$ cat config.mk
export PLATFORM = sky130hd
export DESIGN_NAME = hrs_reset_ctrl
export DESIGN_NICKNAME = d
export VERILOG_FILES = /design/src/hrs_pkg.sv /design/src/hrs_reset_ctrl.sv
export SDC_FILE = /design/constraint.sdc
export NUM_CORES = 2
export LEC_CHECK = 0
export ABC_AREA = 1
export BUFFER_PORTS_ARGS = -buffer_cell sky130_fd_sc_hd__buf_2
export CORE_UTILIZATION = 55
export CTS_CLUSTER_DIAMETER = 80
export DETAILED_ROUTE_END_ITERATION = 8
export PLACE_DENSITY = 0.71
export SETUP_SLACK_MARGIN = 0.1
export SYNTH_ARGS = -nofsm -noshare
export SYNTH_HDL_FRONTEND = slang
export SYNTH_SLANG_ARGS = --single-unit
$ cat constraint.sdc
create_clock -name core_clk -period 3.6 [get_ports core_clk]
set_input_delay 0.36 -clock core_clk [delete_from_list [all_inputs] [get_ports core_clk]]
set_output_delay 0.36 -clock core_clk [all_outputs]
set_load 0.01 [all_outputs]
$ cat src/hrs_pkg.sv
// Purpose: Shared constants and types for the hardware reset and strap control block
// Assumes: 50 MHz core clock, one clock domain
// Notes: Port counts and bank sizes are fixed at the documented values
package hrs_pkg;
    // Clock rate in kHz and reset hold times in microseconds
    localparam int CLK_KHZ = 50000;
    localparam int POR_HOLD_US = 150;
    localparam int WARM_HOLD_US = 4;
    // Least hold times round up to whole cycles
    localparam int POR_HOLD_CYC = (POR_HOLD_US * CLK_KHZ + 999) / 1000;
    localparam int WARM_HOLD_CYC = (WARM_HOLD_US * CLK_KHZ + 999) / 1000;
    localparam int HOLD_W = 13;
    localparam int NUM_PORTS = 12;
    localparam int STAT_REGS = 17;
    localparam int ATTR_BANKS = 15;
    localparam int ATTR_REGS = 17;
    localparam int ADDR_W = 5;
    localparam int DATA_W = 8;
    localparam logic [NUM_PORTS-1:0] PORTS_ALL_ON = 12'hFFF;
    localparam logic [NUM_PORTS-1:0] PORTS_ALL_OFF = 12'h000;
    localparam logic [HOLD_W-1:0] HOLD_ZERO = 13'h0000;
    localparam logic [HOLD_W-1:0] HOLD_ONE = 13'h0001;
    localparam logic BUS_MODE_SYNC = 1'b0;
    localparam logic BUS_MODE_ASYNC = 1'b1;

    // Reset sequencer states
    typedef enum logic [1:0] {
        HRS_IN_RESET,
        HRS_RUN
    } hrs_state_t;

    // Processor preset write to a statistics or attribute word
    typedef struct packed {
        logic valid;
        logic attr_sel;
        logic [3:0] bank;
        logic [ADDR_W-1:0] addr;
        logic [DATA_W-1:0] data;
    } hrs_preset_t;

    // Inactive-level view of the device outputs
    typedef struct packed {
        logic ctl_active_high;
        logic ctl_active_low_n;
        logic analog_idle;
        logic bidir_oe;
        logic receive_inversion_indicator;
    } hrs_out_t;
endpackage : hrs_pkg

$ cat src/hrs_reset_ctrl.sv
// Purpose: Hardware reset entry, strap capture and preset gating for a multiport repeater
// Assumes: reset pin and straps are asynchronous board levels, synchronised here
// Notes: Statistics and attribute storage is outside reset and powers up unknown
`timescale 1ns/1ps

// Function
// Low reset pin holds device in reset
// Board holds reset low 150us/4us minimum
// Reset loads defaults into covered registers
// Reset idles outputs, floats bidirectional pins
// Receive inversion indicator driven high in reset
// Board synchronises reset to clock, sync mode
// Reset leaves statistics and attribute banks alone
// Statistics and attribute words power up arbitrary
// Presets accepted in software reset or disabled
// Bus mode strap sampled during reset
// Port default strap sets initial port enables
// After reset software alone controls ports
// Sync mode shares one master clock
// Release synchronised, straps latched at release
module hrs_reset_ctrl
    import hrs_pkg::*;
(
    input wire logic core_clk,
    input wire logic sys_rst,
    input wire logic reset_pin_n,
    input wire logic bus_mode_strap,
    input wire logic port_default_strap,
    input wire logic soft_reset,
    input wire logic port_wr,
    input wire logic [NUM_PORTS-1:0] port_wr_data,
    input wire hrs_preset_t preset,
    input wire logic [3:0] rd_bank,
    input wire logic [ADDR_W-1:0] rd_addr,
    input wire logic rd_attr_sel,
    output logic [DATA_W-1:0] rd_data,
    output logic preset_taken,
    output logic in_reset,
    output logic bus_mode_async,
    output logic [NUM_PORTS-1:0] port_enable,
    output logic [NUM_PORTS-1:0] port_drive_oe,
    output hrs_out_t out_levels,
    output logic short_reset_seen
);
    // Two-stage synchronisers for pin and strap levels
    logic rst_s1_q, rst_s2_q;
    logic mode_s1_q, mode_s2_q;
    logic pdef_s1_q, pdef_s2_q;
    hrs_state_t state_q, state_d;
    logic [NUM_PORTS-1:0] port_en_q, port_en_d;
    logic mode_q, mode_d;
    logic [HOLD_W-1:0] hold_q, hold_d;
    logic first_q;
    logic short_q;
    logic [DATA_W-1:0] rd_q;
    logic [DATA_W-1:0] stat_mem [STAT_REGS];
    logic [DATA_W-1:0] attr_mem [ATTR_BANKS][ATTR_REGS];

    wire pin_low = ~rst_s2_q;
    wire releasing = (state_q == HRS_IN_RESET) && !pin_low;
    wire [HOLD_W-1:0] need_cyc = first_q ? HOLD_W'(POR_HOLD_CYC) : HOLD_W'(WARM_HOLD_CYC);
    wire attr_port_off = (preset.bank < 4'(NUM_PORTS)) ? !port_en_q[preset.bank] : 1'b1;
    wire preset_ok = preset.valid && !pin_low && (state_q == HRS_RUN)
                     && (soft_reset || (preset.attr_sel && attr_port_off));
    wire attr_hit = preset.attr_sel && (preset.bank < 4'(ATTR_BANKS))
                    && (preset.addr < ADDR_W'(ATTR_REGS));
    wire stat_hit = !preset.attr_sel && (preset.addr < ADDR_W'(STAT_REGS));

    // Synchronisers; reset pin idles in reset until it has been seen high
    always_ff @(posedge core_clk) begin
        if (sys_rst) begin
            rst_s1_q <= 1'b0;
            rst_s2_q <= 1'b0;
        end else begin
            rst_s1_q <= reset_pin_n;
            rst_s2_q <= rst_s1_q;
        end
        mode_s1_q <= bus_mode_strap;
        mode_s2_q <= mode_s1_q;
        pdef_s1_q <= port_default_strap;
        pdef_s2_q <= pdef_s1_q;
    end

    // Sequencer: stay in reset while the pin is low, straps latched at release
    always_comb begin
        state_d = state_q;
        port_en_d = port_en_q;
        mode_d = mode_q;
        if (pin_low) begin
            state_d = HRS_IN_RESET;
            port_en_d = PORTS_ALL_ON;
        end else if (releasing) begin
            state_d = HRS_RUN;
            mode_d = mode_s2_q;
            port_en_d = pdef_s2_q ? PORTS_ALL_ON : PORTS_ALL_OFF;
        end else if (port_wr) begin
            port_en_d = port_wr_data;
        end
    end

    // Hold-time monitor flags a reset shorter than the board should give
    always_comb begin
        hold_d = hold_q;
        if (pin_low && hold_q != {HOLD_W{1'b1}}) begin
            hold_d = hold_q + HOLD_ONE;
        end else if (!pin_low) begin
            hold_d = HOLD_ZERO;
        end
    end

    always_ff @(posedge core_clk) begin
        if (sys_rst) begin
            state_q <= HRS_IN_RESET;
            port_en_q <= PORTS_ALL_ON;
            mode_q <= BUS_MODE_SYNC;
            hold_q <= HOLD_ZERO;
            first_q <= 1'b1;
            short_q <= 1'b0;
        end else begin
            state_q <= state_d;
            port_en_q <= port_en_d;
            mode_q <= mode_d;
            hold_q <= hold_d;
            if (releasing) begin
                first_q <= 1'b0;
                short_q <= (hold_q < need_cyc);
            end
        end
    end

    // Storage has no reset on purpose; contents survive hardware reset
    always_ff @(posedge core_clk) begin
        if (preset_ok && stat_hit) begin
            stat_mem[preset.addr] <= preset.data;
        end
        if (preset_ok && attr_hit) begin
            attr_mem[preset.bank][preset.addr] <= preset.data;
        end
    end

    // Registered read port; unmapped words read zero
    wire rd_attr_ok = (rd_bank < 4'(ATTR_BANKS)) && (rd_addr < ADDR_W'(ATTR_REGS));
    wire rd_stat_ok = rd_addr < ADDR_W'(STAT_REGS);
    wire [DATA_W-1:0] rd_sel = rd_attr_sel ? (rd_attr_ok ? attr_mem[rd_bank][rd_addr] : '0)
                                           : (rd_stat_ok ? stat_mem[rd_addr] : '0);
    always_ff @(posedge core_clk) begin
        rd_q <= rd_sel;
    end

    // Outputs: inactive levels while in reset, polarity indicator high
    assign in_reset = pin_low || (state_q == HRS_IN_RESET);
    assign bus_mode_async = mode_q;
    assign port_enable = port_en_q;
    assign port_drive_oe = in_reset ? PORTS_ALL_OFF : port_en_q;
    assign out_levels = '{
        ctl_active_high: 1'b0,
        ctl_active_low_n: 1'b1,
        analog_idle: in_reset,
        bidir_oe: !in_reset,
        receive_inversion_indicator: in_reset
    };
    assign preset_taken = preset_ok && (stat_hit || attr_hit);
    assign rd_data = rd_q;
    assign short_reset_seen = short_q;
endmodule : hrs_reset_ctrl

==> flow_summary.ini <==
[cts]
clockBufferDepth = 3
cts_max_level = 4
clk_pin_slew_worst_paths_ns = 0.06
cts_sinks = 2219
insertion_delay_ns = 0.85
numCtsBuffers = 214
cts_root_buffer = clkbuf_16
cts_tree = done

[pwr]
p_int_mw = 41.7
seqPwrFrac = 0.528
total_power_mw = 53.8
leakage_nw = 39.5
swShare = 0.224
p_switching_mw = 12.0
vdd_drop_max_v = 0.000557
power_density_nw_per_um2 = 512
combPwrFrac = 0.065
clockPowerShare = 0.408

[min_path]
hold_end = attr_mem[8][64]
hold_class = primary input to flop
holdCritStartpoint = preset[0]
min_path_cells = 1

[placement]
dp_slack_ns = -0.0905
dp_cells = 10567
port_buffers = 86
place_area_um2 = 98000
gp_congestion = 0.937
dp_hpwl_um = 150000

[timing]
skew_ns = 0.0209
setup_viol = 0
hold_viol_final = 0
min_period_ns = 3.33
setup_slack_ns = 0.274
worst_hold_slack_ns = 0.00591
max_slew_margin = 0.316
tns_ns = 0
drv_slew = 0
final.period_utilization = 0.924
rsz0062_at_grt = yes
worst_pin_slew_ns = 1.02
max_freq_mhz = 301

[drt]
vias = 63763
wl_per_cell_um = 22.9
wirelength_um = 252000
drcViolationCount = 0
vias_per_cell = 5.80
drtAntennaViolNets = 0
firstDrtPassIters = 6
first_iter_violations = 8638

[floorplanning]
die_w_um = 412
initial_utilization = 0.553
rows = 150
fp.dieH_um = 412
core_area_um2 = 167000
io_pins = 89
die-area_um2 = 170000

[grt]
antenna_found_initial = 8
grt_overflow_total = 0
grt_pass1_wl_um = 374000
grt_util_all_layers = 0.295
grt_pass1_vias = 61145
grt_max_degree = 152

[setup_path]
timing.critical_path.buf_inv = 1
r2r-end = attr_mem[10][10]
path_cells = a22oi_1, o221ai_1, nand2_1, nand3_2, o21bai_1, o2111ai_2, o21ai_1, buf_2
path_class = flop to output pin
cp.arrival_ns = 2.97
reg2reg_slack_ns = 0.30
r2r_cells = 10
end_kind = output pin
worst_path_max_delay_cell = dfxtp_1
crit_required_ns = 3.24
r2r_start = port_enable[4]
cp-start-kind = flop
path_delay_family = compound AO/OA/AOI/OAI gates
cpPeakStageDelay_ns = 0.33
cp_max_fo = 10
path_depth = 8

[job]
drv_cap = 0

[logic_synthesis]
yosysSeqAreaShare = 0.717
synth.area.mux_share = 0
synth_top_cell_area_share = 0.708
synth_top_family_by_area = simple AND/OR/NAND/NOR gates
ys_warn_count = 0
synthTopCellsByArea = edfxtp_1 (71%), nand2_1 (8.9%), nand3_1 (5.6%)
synthFlopType = edfxtp_1
synth_cells = 8307
netlist_area_um2 = 92300
async_flop_share = 0
synth-simple-area-share = 0.194
yosys_register_bits = 2219
synthXorXnorAreaFrac = 0
postSynthAreaPerCell_um2 = 11.1
synth_compound_area_frac = 0.0424
synth-edff-count = 2176
ys_types = 38
synth_top_area_cell = edfxtp_1
synth_fa_ha_area_frac = 0.000813
synth_nets = 8361

[finish]
final_common_cell = edfxtp_1
final_cell_mix = edfxtp_1 (2,176), nand2_1 (2,164), nand3_1 (1,026)
seq_area_um2 = 66200
drive_gt1_frac = 0.109
fin_nets = 8655
fill_cells = 12534
syn_to_final_growth_pct = 13.8
stdcell_count = 10987
final_util = 0.630
multiInputGateArea_um2 = 22000
fin_area_um2 = 105000

[status]
outcome = complete, no violations
==> sequential cells by signal (all words and copies together), names as in the netlist <==
register and cells:
attr_mem 2040, stat_mem 136, hold_q 13, port_enable 12, rd_data 8, bus_mode_async 1
first_q 1, mode_s1_q 1, mode_s2_q 1, pdef_s1_q 1, pdef_s2_q 1, rst_s1_q 1
rst_s2_q 1, short_reset_seen 1, state_q 1
==> what timing repair did <==
item | 4_1_cts | 5_1_grt
endpoints found under the hold margin | 37 | 0
setup buffers | 0 | 0
endpoints found under the setup margin | 1 | 236
resized for setup | 1 | 5
hold buffers | 22 | 0
==> power by group through the flow <==
stage	registers [mW]	clock network, mW	logic, mW
finish	28.4	21.9	3.48
global route	28.4	23.0	3.73
CTS	28.4	22.1	3.42
detailed placement	28.9	0	3.38
global placement	28.9	0	3.34
floorplan	28.9	0	1.73
==> layer usage <==
| layer | track usage | vias up | part of all wire |
|---|---|---|---|
| met1 | 0.402 | 30717 | 0.39 |
| met5 | 0 | - | 0.00023 |
| met4 | 0.120 | 8 | 0.040 |
| met3 | 0.0589 | 568 | 0.11 |
| met2 | 0.468 | 3497 | 0.47 |
| li1 | - | 28973 | - |
==> kinds of logic (layout without fill, tap and decap cells) <==
group	count (synthesis)	in the layout
flip-flops	2219	2219
AND/OR/NAND/NOR	4332	4332
adder cells (fa/ha/maj)	6	6
buffers and inverters	1056	1529
AO/OA/AOI/OAI	692	692
other	2	5
==> worst register-to-register path: cells and delay by family, from the launching register on <==
kind	cells	cell delay (ns)
buf+inv	1	0.38
flops	1	0.33
simple gates	6	1.63
compound gates	3	0.61
==> synth_stat cells (2+ instances only) <==
master,number
a21oi_1,169
a221oi_1,17
a22oi_1,19
a32oi_1,3
buf_1,87
buf_2,185
buf_4,7
clkbuf_1,226
clkinv_1,8
conb_1,2
dfxtp_1,43
edfxtp_1,2176
ha_1,6
inv_1,542
nand2_1,2179
nand2_2,10
nand3_1,1027
nand3b_1,15
nand4_1,18
nor2_1,965
nor2_2,2
nor3_1,41
nor4_1,2
o211a_1,2
o211ai_1,97
o21a_1,2
o21ai_0,348
o221ai_1,8
o22ai_1,20
o31ai_1,2
or2_2,72
==> final cells by class <==
| type | count | share of cell area |
|---|---|---|
| sequential | 2219 | 0.630 |
| multi-input combinational | 5032 | 0.209 |
| clock buffer | 275 | 0.0544 |
| timing repair buffer | 584 | 0.0495 |
| tap | 2204 | 0.0262 |
| inverter | 550 | 0.0199 |
| clock inverter | 120 | 0.0104 |
| antenna | 3 | 0.0000715 |
==> worst max path at each step <==
stage / startpoint / slack (ns) / to
2_1_floorplan: preset[8] / 1.03 / attr_mem[13][104]
3_3_place_gp: preset[13] / -0.07 / attr_mem[5][10]
3_5_place_dp: preset[13] / -0.09 / attr_mem[10][8]
4_1_cts: port_enable[4] / 0.12 / preset_taken
5_1_grt: port_enable[4] / 0.1 / attr_mem[1][20]
6_report: port_enable[4] / 0.27 / preset_taken
Power figures use the tool's default switching activity.
